**config.mk**
```make
export PLATFORM = sky130hd
export DESIGN_NAME = input_capture_channel
export DESIGN_NICKNAME = d
export VERILOG_FILES = /design/src/rtl/capture_pkg.sv /design/src/rtl/capture_fifo_mem.sv /design/src/rtl/input_capture_channel.sv
export VERILOG_INCLUDE_DIRS = /design/src /design/src/rtl
export SDC_FILE = /design/constraint.sdc
export NUM_CORES = 1
export LEC_CHECK = 0
export ABC_AREA = 1
export BUFFER_PORTS_ARGS = -buffer_cell sky130_fd_sc_hd__buf_2
export CORE_MARGIN = 2
export CORE_UTILIZATION = 45
export DETAILED_ROUTE_END_ITERATION = 10
export GPL_ROUTABILITY_DRIVEN = 0
export PLACE_DENSITY_LB_ADDON = 0.15
export SYNTH_ARGS = -nofsm -noshare
export SYNTH_HDL_FRONTEND = slang
export SYNTH_SLANG_ARGS = --single-unit
```
**constraint.sdc**
```tcl
create_clock -name mclk -period 3.5 [get_ports mclk]
set_input_delay 0 -clock mclk [delete_from_list [all_inputs] [get_ports mclk]]
set_output_delay 0 -clock mclk [all_outputs]
set_load 0.005 [all_outputs]
```
**src/rtl/capture_defines.svh**
```systemverilog
// Constants for the four-channel input capture block
// Notes on behaviour
// - Four independent capture channels, each timestamping edges on its own input.
// - Adjacent channel pairs cascade into one 32-bit capture in capture modes 001 to 101; modes 000, 110 and event mode 111 store nothing.
// - Each channel buffers up to four captured counter values first-in first-out.
// - Each channel owns a 16-bit counter clocked from up to six sources.
// - Counter runs synchronised or triggered, source picked from up to 21 inputs.
// - Halt-when-idle bit 13 set stops the channel while the processor idles.
// - Clock select 100 uses first timer clock; 101 and 110 are reserved.
// - Clock select 011 uses the fifth timer clock.
// - Capture mode 000 turns the channel off; no captures are taken, except on an odd channel cascaded to its even partner.
`ifndef CAPTURE_DEFINES_SVH
`define CAPTURE_DEFINES_SVH
`define CH_COUNT 4
`define OFS_CON1 2'h0
`define OFS_CON2 2'h1
`define OFS_BUF 2'h2
`define OFS_CNT 2'h3
`define ADDR_STAT 5'h10
`define ADDR_MASK 5'h11
`define CON1_RESET 16'h0000
`define CON2_RESET 16'h0000
`define STAT_RESET 8'h00
`define MASK_RESET 8'h00
`define CON1_WMASK 16'h3C67
`define CON2_WMASK 16'h019F
`define TSEL_T5 3'h3
`define TSEL_T1 3'h4
`define TSEL_PCLK 3'h7
`define SYNC_SRC_COUNT 5'h15
`define PRESC4_LAST 4'h3
`define PRESC16_LAST 4'hF
`define FIFO_DEPTH 3'h4
`define CNT_TOP 16'hFFFF
`endif

```
**src/rtl/capture_pkg.sv**
```systemverilog
// Types shared by the input capture block
package capture_pkg;
  typedef enum logic [2:0] {
    MODE_OFF    = 3'h0,
    MODE_BOTH   = 3'h1,
    MODE_FALL   = 3'h2,
    MODE_RISE   = 3'h3,
    MODE_RISE4  = 3'h4,
    MODE_RISE16 = 3'h5,
    MODE_RSVD   = 3'h6,
    MODE_EVENT  = 3'h7
  } capture_mode_t;
  typedef struct packed {
    logic [1:0]    unused15;
    logic          haltWhenIdle;
    logic [2:0]    counterClockSelect;
    logic [2:0]    unused9;
    logic [1:0]    captureDecimation;
    logic          overflow;
    logic          bufferNotEmpty;
    capture_mode_t captureModeField;
  } con1_t;
  typedef struct packed {
    logic [6:0] unused15;
    logic       cascade;
    logic       triggerMode;
    logic [1:0] unused6;
    logic [4:0] syncSelect;
  } con2_t;
endpackage

```
**src/rtl/capture_fifo_mem.sv**
```systemverilog
// Four-word storage for one capture FIFO with registered read data
`timescale 1ns/1ps
`default_nettype none
module capture_fifo_mem (
  input  wire logic        mclk,
  input  wire logic        rstn,
  input  wire logic        wrEn,
  input  wire logic [1:0]  wrAddr,
  input  wire logic [15:0] wrData,
  input  wire logic        rdEn,
  input  wire logic [1:0]  rdAddr,
  output logic      [15:0] rdData
);
  logic [15:0] mem [4];

  always_ff @(posedge mclk) begin
    if (wrEn) begin
      mem[wrAddr] <= wrData;
    end
  end

  always_ff @(posedge mclk or negedge rstn) begin
    if (!rstn) begin
      rdData <= 16'h0000;
    end else if (rdEn) begin
      rdData <= mem[rdAddr];
    end
  end
endmodule // capture_fifo_mem
`default_nettype wire

```
**src/rtl/input_capture_channel.sv**
```systemverilog
// Four-channel input capture with counters, FIFOs, cascade and interrupt
`timescale 1ns/1ps
`default_nettype none
`include "capture_defines.svh"
module input_capture_channel
  import capture_pkg::*;
(
  input  wire logic        mclk,
  input  wire logic        rstn,
  input  wire logic [4:0]  busAddr,
  input  wire logic [15:0] busWdata,
  input  wire logic        busWr,
  input  wire logic        busRd,
  output logic      [15:0] busRdata,
  input  wire logic [3:0]  captureChannel,
  input  wire logic        cpuIdle,
  input  wire logic        firstTimerClock,
  input  wire logic [2:0]  midTimerClock,
  input  wire logic        fifthTimerClock,
  input  wire logic [20:0] syncSource,
  output logic             irq
);
  // ==========================================================
  // Declarations
  con1_t       con1   [4];
  con2_t       con2   [4];
  logic [15:0] con1Rd [4];
  logic [15:0] cnt    [4];
  logic [15:0] memQ   [4];
  logic [1:0]  wrPtr  [4];
  logic [1:0]  rdPtr  [4];
  logic [2:0]  fill   [4];
  logic [3:0]  presc  [4];
  capture_mode_t effMode [4];
  logic [3:0]  ovf;
  logic [3:0]  armed;
  logic [3:0]  run;
  logic [3:0]  selTick;
  logic [3:0]  carry;
  logic [3:0]  cntTick;
  logic [3:0]  edgeOwn;
  logic [3:0]  capEvt;
  logic [3:0]  push;
  logic [3:0]  pop;
  logic [3:0]  full;
  logic [3:0]  ovfEvt;
  logic [3:0]  wrCon1;
  logic [3:0]  wrCon2;
  logic [3:0]  hitSync;
  logic [3:0]  ownOn;
  logic [3:0]  modeOn;
  logic [3:0]  cascOdd;
  logic [15:0] rdReg;
  logic [15:0] rdNext;
  logic [7:0]  stat;
  logic [7:0]  mask;
  logic [7:0]  statClr;
  logic        bufRdQ;
  logic [1:0]  bufCh;
  wire         inCh  = ~busAddr[4];
  wire  [1:0]  chSel = busAddr[3:2];
  wire  [1:0]  ofs   = busAddr[1:0];
  wire  [3:0]  tickSet = {fifthTimerClock, midTimerClock};

  // ==========================================================
  // Per-channel logic
  for (genvar i = 0; i < `CH_COUNT; i++) begin : g_ch
    localparam int E = i & 2;
    localparam bit ODD = (i % 2) == 1;
    logic [2:0]    pinSync;
    logic          pinLvl;
    logic          agree;
    logic          rise;
    logic          fall;
    logic          edgeHit;
    logic          prescMode;
    logic          lastPresc;
    logic [20:0]   srcShift;
    capture_mode_t mode;

    assign mode = con1[i].captureModeField;
    assign wrCon1[i] = busWr && inCh && (chSel == i) && (ofs == `OFS_CON1);
    assign wrCon2[i] = busWr && inCh && (chSel == i) && (ofs == `OFS_CON2);

    // Control registers
    always_ff @(posedge mclk or negedge rstn) begin
      if (!rstn) begin
        con1[i] <= `CON1_RESET;
        con2[i] <= `CON2_RESET;
      end else begin
        if (wrCon1[i]) begin
          con1[i] <= busWdata & `CON1_WMASK;
        end
        if (wrCon2[i]) begin
          con2[i] <= busWdata & `CON2_WMASK;
        end
      end
    end
    assign con1Rd[i] = con1[i] | {11'h000, ovf[i], (fill[i] != 3'h0), 3'h0};

    // Pin synchroniser, change taken once second and third stages agree
    always_ff @(posedge mclk or negedge rstn) begin
      if (!rstn) begin
        pinSync <= 3'h0;
        pinLvl  <= 1'b0;
      end else begin
        pinSync <= {pinSync[1:0], captureChannel[i]};
        pinLvl  <= agree ? pinSync[2] : pinLvl;
      end
    end
    assign agree = pinSync[1] == pinSync[2];
    assign rise  = agree && pinSync[2] && !pinLvl;
    assign fall  = agree && !pinSync[2] && pinLvl;

    // Counter clock selection
    assign selTick[i] =
      (con1[i].counterClockSelect == `TSEL_PCLK) ? 1'b1 :
      (con1[i].counterClockSelect == `TSEL_T1)   ? firstTimerClock :
      (con1[i].counterClockSelect <= `TSEL_T5)   ?
        tickSet[con1[i].counterClockSelect[1:0]] : 1'b0;
    assign carry[i]   = selTick[i] && (cnt[i] == `CNT_TOP);
    assign cascOdd[i] = ODD && con2[E].cascade;
    assign cntTick[i] = cascOdd[i] ? carry[E] : selTick[i];
    assign effMode[i] = cascOdd[i] ? con1[E].captureModeField : mode;
    assign ownOn[i]   = (mode != MODE_OFF) && (mode != MODE_RSVD);
    assign modeOn[i]  = cascOdd[i] ? ownOn[E] : ownOn[i];
    assign run[i]     = !(con1[i].haltWhenIdle && cpuIdle);

    // Sync and trigger source selection
    assign srcShift   = syncSource >> (con2[i].syncSelect - 5'h01);
    assign hitSync[i] = (con2[i].syncSelect != 5'h00) &&
                        (con2[i].syncSelect <= `SYNC_SRC_COUNT) && srcShift[0];

    // Trigger arm and the 16-bit counter
    always_ff @(posedge mclk or negedge rstn) begin
      if (!rstn) begin
        armed[i] <= 1'b0;
      end else if (!modeOn[i] || !con2[i].triggerMode) begin
        armed[i] <= 1'b0;
      end else if (run[i] && hitSync[i]) begin
        armed[i] <= 1'b1;
      end
    end

    always_ff @(posedge mclk or negedge rstn) begin
      if (!rstn) begin
        cnt[i] <= 16'h0000;
      end else if (!modeOn[i]) begin
        cnt[i] <= 16'h0000;
      end else if (run[i] && hitSync[i] && !con2[i].triggerMode) begin
        cnt[i] <= 16'h0000;
      end else if (run[i] && cntTick[i] && (armed[i] || !con2[i].triggerMode)) begin
        cnt[i] <= cnt[i] + 16'h0001;
      end
    end

    // Edge qualification and prescaler
    assign prescMode = (mode == MODE_RISE4) || (mode == MODE_RISE16);
    assign lastPresc = presc[i] == ((mode == MODE_RISE16) ? `PRESC16_LAST : `PRESC4_LAST);
    assign edgeHit = (mode == MODE_BOTH) ? (rise || fall) :
                     (mode == MODE_FALL) ? fall : (ownOn[i] && rise);
    always_ff @(posedge mclk or negedge rstn) begin
      if (!rstn) begin
        presc[i] <= 4'h0;
      end else if (!prescMode) begin
        presc[i] <= 4'h0;
      end else if (rise && run[i]) begin
        presc[i] <= lastPresc ? 4'h0 : presc[i] + 4'h1;
      end
    end
    assign edgeOwn[i] = edgeHit && run[i] && (!prescMode || lastPresc);
    assign capEvt[i]  = cascOdd[i] ? edgeOwn[E] : edgeOwn[i];
    assign full[i]    = fill[i] == `FIFO_DEPTH;
    assign push[i]    = capEvt[i] && (effMode[i] != MODE_EVENT) && !full[i];
    assign ovfEvt[i]  = capEvt[i] && (effMode[i] != MODE_EVENT) && full[i];
    assign pop[i]     = busRd && inCh && (chSel == i) && (ofs == `OFS_BUF) &&
                        (fill[i] != 3'h0);

    // FIFO pointers, fill level and overflow flag
    always_ff @(posedge mclk or negedge rstn) begin
      if (!rstn) begin
        wrPtr[i] <= 2'h0;
        rdPtr[i] <= 2'h0;
        fill[i]  <= 3'h0;
      end else if (!modeOn[i]) begin
        wrPtr[i] <= 2'h0;
        rdPtr[i] <= 2'h0;
        fill[i]  <= 3'h0;
      end else begin
        wrPtr[i] <= wrPtr[i] + {1'b0, push[i]};
        rdPtr[i] <= rdPtr[i] + {1'b0, pop[i]};
        fill[i]  <= fill[i] + {2'h0, push[i]} - {2'h0, pop[i]};
      end
    end

    always_ff @(posedge mclk or negedge rstn) begin
      if (!rstn) begin
        ovf[i] <= 1'b0;
      end else if (!modeOn[i]) begin
        ovf[i] <= 1'b0;
      end else if (ovfEvt[i]) begin
        ovf[i] <= 1'b1;
      end else if (pop[i]) begin
        ovf[i] <= 1'b0;
      end
    end

    capture_fifo_mem u_mem (
      .mclk   (mclk),
      .rstn   (rstn),
      .wrEn   (push[i]),
      .wrAddr (wrPtr[i]),
      .wrData (cnt[i]),
      .rdEn   (pop[i]),
      .rdAddr (rdPtr[i]),
      .rdData (memQ[i])
    );
  end

  // ==========================================================
  // Register read path
  assign rdNext = !inCh ?
                    ((busAddr == `ADDR_STAT) ? {8'h00, stat} :
                     (busAddr == `ADDR_MASK) ? {8'h00, mask} : 16'h0000) :
                  (ofs == `OFS_CON1) ? con1Rd[chSel] :
                  (ofs == `OFS_CON2) ? con2[chSel] :
                  (ofs == `OFS_CNT)  ? cnt[chSel] : 16'h0000;

  always_ff @(posedge mclk or negedge rstn) begin
    if (!rstn) begin
      rdReg  <= 16'h0000;
      bufRdQ <= 1'b0;
      bufCh  <= 2'h0;
    end else begin
      rdReg  <= busRd ? rdNext : 16'h0000;
      bufRdQ <= busRd && inCh && (ofs == `OFS_BUF);
      bufCh  <= chSel;
    end
  end
  assign busRdata = bufRdQ ? memQ[bufCh] : rdReg;

  // ==========================================================
  // Interrupt status, mask and output
  assign statClr = (busWr && (busAddr == `ADDR_STAT)) ? busWdata[7:0] : 8'h00;

  always_ff @(posedge mclk or negedge rstn) begin
    if (!rstn) begin
      stat <= `STAT_RESET;
      mask <= `MASK_RESET;
      irq  <= 1'b0;
    end else begin
      stat <= (stat & ~statClr) | {ovfEvt, capEvt};
      if (busWr && (busAddr == `ADDR_MASK)) begin
        mask <= busWdata[7:0];
      end
      irq <= |(stat & mask);
    end
  end
endmodule // input_capture_channel
`default_nettype wire

```
# ---- Word level (Yosys, flattened, before mapping)
# Memories as Yosys holds them, arrays and structs flattened. A register that Yosys moved wholly into a read port is not among the register bits.
# Cells that the tools add are included.
dict set report op_classes {
  shift 4
  n_reduce_logical 178
  n_lt_le_gt_ge 14
  n_mux 125
  n_mul 0
  div_mod_pow 0
  eq_ne 66
  bitwise_logic 11
  add_sub_neg 28
}
# operator n
set ops {}
lappend ops {{16-bit 2-to-1 mux} 26}
lappend ops {{16-bit binary-select mux with 2-bit select} 4}
lappend ops {{1-bit logical AND} 107}
lappend ops {{21-bit by 5-bit right shift with 1-bit output} 4}
lappend ops {{16-bit by 1-bit adder with 16-bit output (second input constant)} 4}
lappend ops {{4-bit 2-to-1 mux} 16}
lappend ops {{3-bit equality test (second input constant)} 20}
lappend ops {{1-bit 2-to-1 mux} 58}
lappend ops {{14-bit by 5-bit OR with 14-bit output} 4}
lappend ops {{16-bit equality test (second input constant)} 2}
lappend ops {{1-bit logical NOT} 32}
lappend ops {{8-bit 2-to-1 mux} 3}
lappend ops {{3-bit != test (second input constant)} 8}
lappend ops {{3-bit nonzero test} 8}
lappend ops {{5-bit less-or-equal comparator (second input constant)} 4}
lappend ops {{1-bit logical OR} 20}
lappend ops {{5-bit nonzero test} 4}
lappend ops {{5-bit by 1-bit subtractor with 5-bit output (second input constant)} 4}
lappend ops {{3-bit 2-to-1 mux} 6}
lappend ops {{2-bit by 1-bit adder with 2-bit output} 8}
lappend ops {{4-bit by 1-bit adder with 4-bit output (second input constant)} 4}
lappend ops {{8-bit bitwise AND} 2}
lappend ops {{4-bit equality test} 4}
lappend ops {{2-bit 2-to-1 mux} 8}
lappend ops {{22 further kinds} 66}
dict set report totals {
  mem_bits_rw 256
  register_bits 232
  memories 4
  wordCells 500
  latchBits 0
  mem_bits_ro 0
}
# name words word_bits rd rd_ports_with_merged_regs write_ports line_no
set mem_list {}
lappend mem_list {{g_ch[0].u_mem.mem} 4 16 1 1 1 capture_fifo_mem.sv:14} ;# logic [15:0] mem [4];
lappend mem_list {{g_ch[1].u_mem.mem} 4 16 1 1 1 capture_fifo_mem.sv:14}
lappend mem_list {{g_ch[2].u_mem.mem} 4 16 1 1 1 capture_fifo_mem.sv:14}
lappend mem_list {{g_ch[3].u_mem.mem} 4 16 1 1 1 capture_fifo_mem.sv:14}

# ---- Logic depth before layout (Yosys ltp)
# Gate-level depths: netlist (run 1).
dict set report logic_depth {
  depth_word 14
  ltp_mapped 18
  ltp_nobuf 18
}

# ---- Modules after synthesis
# Synthesis (run 1) repeated with hierarchy kept, for this count alone.
dict set report unflattened {
  cells_unflattened 3317
  area_unflattened_um2 28223.3
}
# mod area_per_inst_um2 instances seq_area_each_um2 cells_each
set by_module_without_submodules {}
lappend by_module_without_submodules {input_capture_channel 14670.3 1 5805.6 2009}
lappend by_module_without_submodules {capture_fifo_mem 3388.2 4 2322.2 327}

# ---- Worst setup path after synthesis (run 1)
# OpenSTA, ideal clock, no wires.
dict set report synth_timing {
  kind {register to register}
  start {register g_ch[2].pinSync[1]}
  end {memory g_ch[2].u_mem.mem[0][0] (enable)}
  setup_slack_ps 543
  t_arrival_ps 2547
  stages_incl_launch_ff 12
  setup_ps 409
  t_required_ps 3091
  cell_sequence {dfrtp_1 -> ha_1 -> inv_1 -> nor2_1 -> nand2_1 -> o21ai_2 -> nand3_1 -> nor2_2 -> inv_1 -> or2_1 -> buf_2 -> nor3_1}
}
dict set report synth_between {
  elab_chain_len 12
  elab_cells_between_ends 15
  classes_between {eq/ne (1); mux (4); reduce/logical (10)}
}
# item line_no
set synth_rtl {}
lappend synth_rtl {{start, declared} input_capture_channel.sv:70} ;# logic [2:0] pinSync;
lappend synth_rtl {{start signal, assigned} input_capture_channel.sv:107} ;# pinSync <= {pinSync[1:0], captureChannel[i]};
lappend synth_rtl {{1-bit equality test *} input_capture_channel.sv:111} ;# assign agree = pinSync[1] == pinSync[2];
lappend synth_rtl {{1-bit logical AND (2 in series)} input_capture_channel.sv:112} ;# assign rise = agree && pinSync[2] && !pinLvl;
lappend synth_rtl {{1-bit logical AND} input_capture_channel.sv:161} ;# (mode == MODE_FALL) ? fall : (ownOn[i] && rise);
lappend synth_rtl {{1-bit 2-to-1 mux} input_capture_channel.sv:161}
lappend synth_rtl {{1-bit 2-to-1 mux *} input_capture_channel.sv:160} ;# assign edgeHit = (mode == MODE_BOTH) ? (rise || fall) :
lappend synth_rtl {{1-bit logical AND * (2 in series)} input_capture_channel.sv:171} ;# assign edgeOwn[i] = edgeHit && run[i] && (!prescMode || lastPresc);
lappend synth_rtl {{1-bit logical AND * (2 in series)} input_capture_channel.sv:174} ;# assign push[i] = capEvt[i] && (effMode[i] != MODE_EVENT) && !full[i];
lappend synth_rtl {{1-bit 2-to-1 mux *} capture_fifo_mem.sv:17} ;# if (wrEn) begin
lappend synth_rtl {{1-bit 2-to-1 mux (implied by the code) *} capture_fifo_mem.sv:18} ;# mem[wrAddr] <= wrData;
lappend synth_rtl {{end, declared} capture_fifo_mem.sv:14}
# Every way passes the cells marked *; elsewhere a longest branch is shown, timed or not.

# ---- Worst setup path after layout (run 1)
dict set report layout_timing {
  start {register con1[61] in the netlist's numbering}
  end {register fill[8] in the netlist's numbering}
}
dict set report layout_between {
  elab_chain_len 10
}
# item line_no
set layout_rtl {}
lappend layout_rtl {{start, declared} input_capture_channel.sv:25} ;# con1_t con1 [4];
lappend layout_rtl {{start signal, assigned by index} input_capture_channel.sv:88} ;# con1[i] <= `CON1_RESET;
lappend layout_rtl {{start signal, assigned by index} input_capture_channel.sv:92} ;# con1[i] <= busWdata & `CON1_WMASK;
lappend layout_rtl {{1-bit logical AND} input_capture_channel.sv:127} ;# assign run[i] = !(con1[i].haltWhenIdle && cpuIdle);
lappend layout_rtl {{1-bit logical NOT} input_capture_channel.sv:127}
lappend layout_rtl {{1-bit logical AND (2 in series)} input_capture_channel.sv:171}
lappend layout_rtl {{1-bit 2-to-1 mux} input_capture_channel.sv:172} ;# assign capEvt[i] = cascOdd[i] ? edgeOwn[E] : edgeOwn[i];
lappend layout_rtl {{1-bit logical AND (2 in series)} input_capture_channel.sv:174}
lappend layout_rtl {{3-bit by 1-bit adder with 3-bit output} input_capture_channel.sv:192} ;# fill[i] <= fill[i] + {2'h0, push[i]} - {2'h0, pop[i]};
lappend layout_rtl {{3-bit by 1-bit subtractor with 3-bit output} input_capture_channel.sv:192}
lappend layout_rtl {{3-bit 2-to-1 mux} input_capture_channel.sv:185} ;# end else if (!modeOn[i]) begin
lappend layout_rtl {{end signal, assigned by index} input_capture_channel.sv:192}
lappend layout_rtl {{end, declared} input_capture_channel.sv:32} ;# logic [2:0] fill [4];
# Every way passes these cells.
# A chain may end at the register's enable or synchronous reset.

==> results.toml, run 1 <==
[outcome]
status = "completed"

[route]
routed_wl_um = 73820
dr.pass1.iters = 7
drc = 0
vias = 20760
drtIter0Drc = 1739
wl_per_cell_um = 19.45
ant_nets = 0
vias_per_cell = 5.469

[floorplanning]
die_h_um = 245.5
coreArea_mm2 = 0.05770
ios = 73
start_util_pct = 45.47
dieArea_mm2 = 0.06025
die_w_um = 245.5
rows = 88

[synth]
synth_nets = 2987
synthFlopType = "dfrtp_1"
yosys_warnings = 0
ys_seq_area_share_pct = 57.53
syn_inst = 2887
synth_edf_count = 256
synth_cell_type_count = 53
syn-cell-area_mm2 = 0.02624
ys_ff_latch = 552
async_reset_ff_share_pct = 53.62
syn_area_per_cell_um2 = 9.088

[grt]
antenna_found_initial = 5
grt_pass1_vias = 19880
track_usage_pct = 24.63
grt_max_degree = 89
gr-total-overflow = 0
grt_first_pass_wirelength_um = 113600

[clock_tree]
cts_max_level = 2
cts_inserted_buffers = 58
clk_pin_slew_ns = 0.06
cts_root_buffer = "clkbuf_16"
insertion_delay_ns = 0.64
clk_path_buf_depth = 3
cts_tree = "done"
clock-sinks = 552

[worst_setup_path]
critPathTopFamily = "simple AND/OR/NAND/NOR gates"
cpMostUsedCell = "nand2_1"
crit_path_end_kind = "flop"
slowest_stage = "dfrtp_1"
crit_chain = "nand2_1 > inv_1 > nor2_1 > nand2_1 > nand2_1 > nand3_1 > o21ai_1 > nand3b_1 > ha_1 > inv_1 > ha_1 > fa_1 > xnor2_1 > xor2_1 > nor2_1"
crit_arrival_ns = 3.65
crit_buf_inv = 2
slowest_delay_ns = 0.40
cp_max_fo = 6
critPathKind = "flop to flop"
critPathLaunchType = "flop"
worstPathRequired_ns = 4.00

[timing]
fin_crit_sh_pct = 89.83
tightest_slew_ns = 1.132
finClkSkew_ns = 0.01985
fmax_ghz = 0.3181
final-hold-violation-count = 0
slew_viol_final = 0
grt_setup_unrepaired = "false"
min_period_ns = 3.144
finalSetupTns_ns = 0
max_slew_margin_pct = 24.50
setup_viol = 0

[run]
cap_violations = 0

[placement]
dp_hpwl_um = 50570
port_buffers = 69

[power_and_ir_drop]
vdd_ir_drop_max_mv = 0.3969
p_leak_uw = 0.01269
power_density_mw_per_mm2 = 557.1

[cells_and_area]
fin_util_pct = 51.52
layout-drive-gt1-share_pct = 8.055
fin_nets = 3080
area_growth_pct = 13.30

[min_path]
hold_class = "input port to flop"
-- cells in the final DEF (no fill, tap or decap), drive strengths merged, types with 3 or more instances in the layout --
| cell | count |
|---|---|
| a31oi | 50 |
| clkbuf | 82 |
| o21ai | 309 |
| dfrtp | 296 |
| clkinvlp | 3 |
| a221oi | 9 |
| xnor2 | 15 |
| clkinv | 20 |
| nand4 | 33 |
| o21bai | 4 |
| nor2 | 482 |
| edfxtp | 256 |
| o31ai | 5 |
| a22oi | 5 |
| nand3 | 170 |
| nor3 | 44 |
| bufinv | 5 |
| a21oi | 75 |
| ha | 40 |
| a211oi | 5 |
| o221ai | 5 |
| dlygate4sd3 | 34 |
| o32ai | 34 |
| o211ai | 5 |
| xor2 | 42 |
| o22ai | 24 |
| nand2 | 533 |
| fa | 4 |
| buf | 111 |
| o2111ai | 7 |
| or2 | 4 |
| inv | 307 |
-- registers in the layout, indices dropped and copies added (netlist names), 12 cells and up --
| register | count |
|---|---|
| g_ch.pinSync | 12 |
| con2 | 26 |
| rdReg | 16 |
| presc | 16 |
| g_ch.mode | 12 |
| fill | 12 |
| con1 | 24 |
| g_ch.u_mem.rdData | 64 |
| g_ch.u_mem.mem | 256 |
| cnt | 64 |
-- synth_stat cells, drive strengths merged (42+ instances only) --
cell type / count / area share [%]
clkbuf: 65 / 0.93
nor3: 44 / 0.84
dfrtp: 296 / 28
o21ai: 309 / 5.9
nand2: 533 / 7.8
edfxtp: 256 / 29
a21oi: 75 / 1.5
nor2: 482 / 7.0
buf: 47 / 1.2
inv: 306 / 4.4
a31oi: 50 / 1.2
xor2: 42 / 1.4
nand3: 170 / 3.3
-- final cells by class --
class / count / area (µm²)
Antenna cell: 1 / 2.502
Clock buffer: 82 / 1714
Clock inverter: 27 / 317.8
Fill cell: 5317 / 27970
Inverter: 308 / 1159
Multi-Input combinational cell: 1915 / 9445
Sequential cell: 552 / 15090
Tap cell: 765 / 957.2
Timing Repair Buffer: 145 / 1036
-- worst paths after layout --
kind	from	slack [ns]	cells past startpoint	to
max	con1[61]	0.36	15	fill[8]
min	captureChannel[1]	0.02	2	g_ch[1].pinSync[0]
max reg2reg	con1[61]	0.36	15	fill[8]
min reg2reg	g_ch[0].pinSync[0]	0.34	0	g_ch[0].pinSync[1]
max in group asynchronous	rstn	1.63	4	g_ch[1].u_mem.rdData[4]
min in group asynchronous	rstn	0.49	3	g_ch[1].u_mem.rdData[0]
-- routing by layer --
metal  global-route usage [%]  routed length (µm)
met3                    3.558                4407
met4                    8.378                2365
met1                    33.38               32070
met2                    40.68               34930
met5                        0                  46
-- kinds of logic (layout without fill, tap and decap cells) --
family / after synthesis / in the layout / synth area share (%)
and+or+nand+nor: 1271 / 1271 / 19.91
DFF: 552 / 552 / 57.53
AOI/OAI and AO/OA: 543 / 543 / 11.90
buffers and inverters: 420 / 562 / 6.543
xor gates and xnor gates: 57 / 57 / 1.903
adders and majority gates: 44 / 44 / 2.213
other: 0 / 1 / 0
-- timing repair --
item | CTS | global route
resized for setup | 0 | 1
endpoints found under the setup margin | 0 | 1
buffers inserted | 0 | 0
hold buffers | 34 | 0
endpoints found under the hold margin | 262 | 0
-- per-stage QoR --
stage	setup slack [ns]	hold slack (ns)	total power (µW)	area, µm²	std cells
after floorplan	0.5434	-0.2956	9375	26240	2887
after CTS	0.2896	0.002848	16640	29720	3794
after detailed placement	0.2969	0.03166	10190	27350	3651
final	0.3559	0.02216	16560	29730	3795
after global routing	0.00002487	0.01452	17300	29730	3795
after global placement	0.3915	0.02733	10110	27350	3651
-- where the power goes --
group	switching, µW	internal (µW)
clock network	2640	3790
registers	445	7200
logic	1720	761
total	4810	11800
(Power assumes the default switching activity.)
==> run 2, diff against run 1 <==
MAX_ROUTING_LAYER = met4   (was not set)
==> results.toml, run 2 (same netlist as run 1, synthesis figures left out) <==
[worst_setup_path]
crit_arrival_ns = 3.64
worstPathRequired_ns = 4.00
critPathLaunchType = "flop"
cp_max_fo = 6
critPathKind = "flop to flop"
crit_path_end_kind = "flop"

[floorplanning]
die_h_um = 245.5
coreArea_mm2 = 0.05770
start_util_pct = 45.47
die_w_um = 245.5
dieArea_mm2 = 0.06025
ios = 73
rows = 88

[cells_and_area]
fin_nets = 3080
layout-drive-gt1-share_pct = 8.055
area_growth_pct = 13.33
regMostFlops = "g_ch.u_mem.mem"
multi_input_area_mm2 = 0.009445
largest_reg_flops = 256
final_cell_mix = "nand2_1 (523), nor2_1 (477), dfrtp_1 (296), o21ai_0 (295), inv_1 (294)"
stdcell_count = 3798
register_area_mm2 = 0.01509
reg_top3 = "g_ch.u_mem.mem x256, cnt x64, g_ch.u_mem.rdData x64"
fillers = 5315
final_common_cell = "nand2_1"

[grt]
gr-total-overflow = 0
grt_first_pass_wirelength_um = 113600
track_usage_pct = 25.39
grt_max_degree = 89
grt_pass1_vias = 19900
antenna_found_initial = 5

[timing]
tightest_slew_ns = 1.168
slew_viol_final = 0
min_period_ns = 3.141
whs_ns = 0.02442
fin_crit_sh_pct = 89.73
grt_setup_unrepaired = "false"
fmax_ghz = 0.3184
max_slew_margin_pct = 22.15
final-hold-violation-count = 0
worst_slack_ns = 0.3594
finalSetupTns_ns = 0
setup_viol = 0
finClkSkew_ns = 0.01892

[route]
vias_per_cell = 5.447
drtIter0Drc = 1674
ant_nets = 0
wl_per_cell_um = 19.45
routed_wl_um = 73850
dr.pass1.iters = 6
drc = 0
vias = 20690

[power_and_ir_drop]
power_density_mw_per_mm2 = 557.1
vdd_ir_drop_max_mv = 0.3964
p_leak_uw = 0.01269

[clock_tree]
insertion_delay_ns = 0.63
clock-sinks = 552
cts_inserted_buffers = 58
clk_path_buf_depth = 3
cts_setup_buffers = 0
clk_pin_slew_ns = 0.06
cts_max_level = 2
cts_tree = "done"
cts_root_buffer = "clkbuf_16"

[placement]
dp.cells = 3651
dpl_worst_slack_ns = 0.2969
port_buffers = 69
dp_hpwl_um = 50570

[outcome]
status = "completed"

[run]
cap_violations = 0

[min_path]
hold_class = "input port to flop"
-- run 2: area by class of cell --
class	instances	share of cell area [%]
Sequential cell	552	50.77
Multi-Input combinational cell	1915	31.77
Clock buffer	82	5.765
Inverter	308	3.897
Timing Repair Buffer	145	3.484
Tap cell	765	3.219
Clock inverter	27	1.069
Antenna cell	4	0.03366
-- run 2: path summary, 6_finish.rpt --
check                      cells after the start                from                 endpoint  slack, ns
setup / recovery                              15            con1[61]                  fill[8]       0.36
hold / removal                                 2   captureChannel[1]       g_ch[1].pinSync[0]       0.02
setup reg to reg                              15            con1[61]                  fill[8]       0.36
hold reg to reg                                0  g_ch[0].pinSync[0]       g_ch[0].pinSync[1]       0.34
max in group asynchronous                      4                rstn  g_ch[1].u_mem.rdData[4]       1.62
min in group asynchronous                      3                rstn  g_ch[1].u_mem.rdData[0]       0.49
-- run 2: worst max-delay path: stages (launching register included) --
cell,delay [ns]
dfrtp_1,0.40
nand2_1,0.14
inv_1,0.09
nor2_1,0.21
nand2_1,0.09
nand2_1,0.06
nand3_1,0.18
o21ai_1,0.23
nand3b_1,0.23
ha_1,0.34
inv_1,0.04
ha_1,0.19
fa_1,0.38
xnor2_1,0.21
xor2_1,0.16
nor2_1,0.06
-- run 2: routing by layer --
metal  vias up  global-route usage (%)  part of all wire, %
met3       142                   3.449                  6.2
li1       9877                       -                    -
met2       707                   40.68                   47
met1      9960                   33.51                   43
met4         0                   8.396                  3.3
met5         -                       -                    0
-- run 2: repair_timing --
action	CTS	global route
hold buffers	34	0
hold endpoints to repair	262	0
endpoints found under the setup margin	0	1
resized for setup	0	1
-- run 2: power breakdown --
group	switching (µW)	leakage [µW]	internal, µW
combinational	1720	0.00543	761
sequential	444	0.00627	7200
clock	2640	0.000991	3790
-- run 2: per-stage QoR --
stage / utilization [%] / total power [µW] / instance area [µm²]
finish: 51.54 / 16560 / 29730
global route: 51.54 / 17300 / 29730
CTS: 51.52 / 16640 / 29720
detailed placement: 47.41 / 10190 / 27350
global placement: 47.41 / 10110 / 27350
floorplan: - / 9375 / 26240
==> run 3, diff against run 2 <==
SETUP_SLACK_MARGIN = 0.4   (was not set)
==> results.toml, run 3 (same netlist as run 1, synthesis figures left out) <==
[cells_and_area]
fin_util_pct = 51.58
reg_top3 = "g_ch.u_mem.mem x256, cnt x64, g_ch.u_mem.rdData x64"
area_growth_pct = 13.43
regMostFlops = "g_ch.u_mem.mem"
final_cell_mix = "nand2_1 (523), nor2_1 (475), inv_1 (294), o21ai_0 (294), dfrtp_1 (293)"
final_common_cell = "nand2_1"
fin_nets = 3081
design_area_mm2 = 0.02976
largest_reg_flops = 256
fillers = 5324
layout-drive-gt1-share_pct = 8.350

[floorplanning]
coreArea_mm2 = 0.05770
start_util_pct = 45.47
rows = 88
dieArea_mm2 = 0.06025
die_h_um = 245.5
die_w_um = 245.5
ios = 73

[timing]
fmax_ghz = 0.3491
fin_crit_sh_pct = 81.85
max_slew_margin_pct = 22.94
finClkSkew_ns = 0.02240
final-hold-violation-count = 0
whs_ns = 0.02351
min_period_ns = 2.865
tightest_slew_ns = 1.156
finalSetupTns_ns = 0
setup_viol = 0
grt_setup_unrepaired = "false"
slew_viol_final = 0

[clock_tree]
clock-sinks = 552
clk_path_buf_depth = 3
cts_root_buffer = "clkbuf_16"
insertion_delay_ns = 0.63
cts_max_level = 2
cts_inserted_buffers = 58
clk_pin_slew_ns = 0.06
cts_tree = "done"

[route]
vias = 20790
routed_wl_um = 74040
drc = 0
drtIter0Drc = 1717
ant_nets = 0
wl_per_cell_um = 19.49
vias_per_cell = 5.471
dr.pass1.iters = 6

[min_path]
hold_class = "input port to flop"
hold_path_depth = 2

[power_and_ir_drop]
p_seq_share_pct = 46.1
pwr-share-comb_pct = 15.0
clkPwrFrac_pct = 38.8
p_leak_uw = 0.01270
swShare_pct = 29.05
vdd_ir_drop_max_mv = 0.3957
total_power_uw = 16570
p_int_uw = 11760
power_density_mw_per_mm2 = 556.9
p_switching_uw = 4814

[placement]
dp_hpwl_um = 50570
port_buffers = 69
post_dp_cell_area_mm2 = 0.02735

[worst_setup_path]
critPathKind = "flop to flop"
crit_buf_inv = 5
critPathLaunchType = "flop"
crit_arrival_ns = 3.43
r2r_setup_slack_ns = 0.64
slowest_stage = "fa_1"
cp_max_fo = 6
cpMostUsedCell = "inv_1"
critPathTopFamily = "adder cells"
cp.depth = 16
worstPathRequired_ns = 4.07
slowest_delay_ns = 0.39
crit_chain = "ha_1 > inv_1 > nor2_2 > nand2_1 > o21ai_2 > nand3_1 > nor2_2 > inv_1 > or2_4 > ha_1 > inv_1 > ha_1 > inv_1 > fa_1 > or2_2 > inv_1"
worstRegToRegCells = 16
crit_path_end_kind = "flop"

[grt]
grt_pass1_vias = 19900
track_usage_pct = 25.39
antenna_found_initial = 5
grt_first_pass_wirelength_um = 113600
gr-total-overflow = 0
grt_max_degree = 89

[run]
cap_violations = 0

[outcome]
status = "completed"
run 3: layer usage:
metal  vias up  share of wire, %  global-route usage [%]
met5         -                 0                       -
met4         0               3.3                   8.396
met3       142               6.2                   3.449
met2       713                47                   40.69
met1     10050                43                   33.51
li1       9882                 -                       -
run 3: cell type report:
type	count	area [µm²]	area share, %
antenna	4	10.01	0.03363
sequential	552	15100	50.73
clock buffer	82	1714	5.760
tap	765	957.2	3.216
inverter	308	1159	3.893
multi-input combinational	1915	9462	31.79
timing repair buffer	146	1044	3.506
clock inverter	27	317.8	1.068
run 3: final timing paths:
path,from,end
worst max register to register,g_ch[2].pinSync[1],fill[4]
worst max-delay path,g_ch[2].pinSync[1],fill[4]
max in group asynchronous,rstn,g_ch[0].u_mem.rdData[2]
min in group asynchronous,rstn,g_ch[1].u_mem.rdData[0]
worst min-delay path,captureChannel[1],g_ch[1].pinSync[0]
worst min register to register,g_ch[0].pinSync[0],g_ch[0].pinSync[1]
run 3: through the flow:
stage               setup WS (ns)  instances
floorplan                  0.5434       2887
global placement           0.3915       3651
detailed placement         0.2969       3651
CTS                        0.5026       3795
global route               0.4139       3799
finish                     0.6353       3799
run 3: power by group through the flow:
stage	combinational (µW)	clock [µW]	sequential, µW
2_1_floorplan	1820	0	7560
3_3_place_gp	2360	0	7750
3_5_place_dp	2430	0	7770
4_1_cts	2470	6530	7640
5_1_grt	2810	6810	7690
6_report	2490	6430	7650
run 3: repair_timing:
item,4_1_cts,5_1_grt
hold endpoints to repair,262,0
hold buffers,34,0
buffers inserted,1,0
endpoints found under the setup margin,1,16
resized for setup,1,9
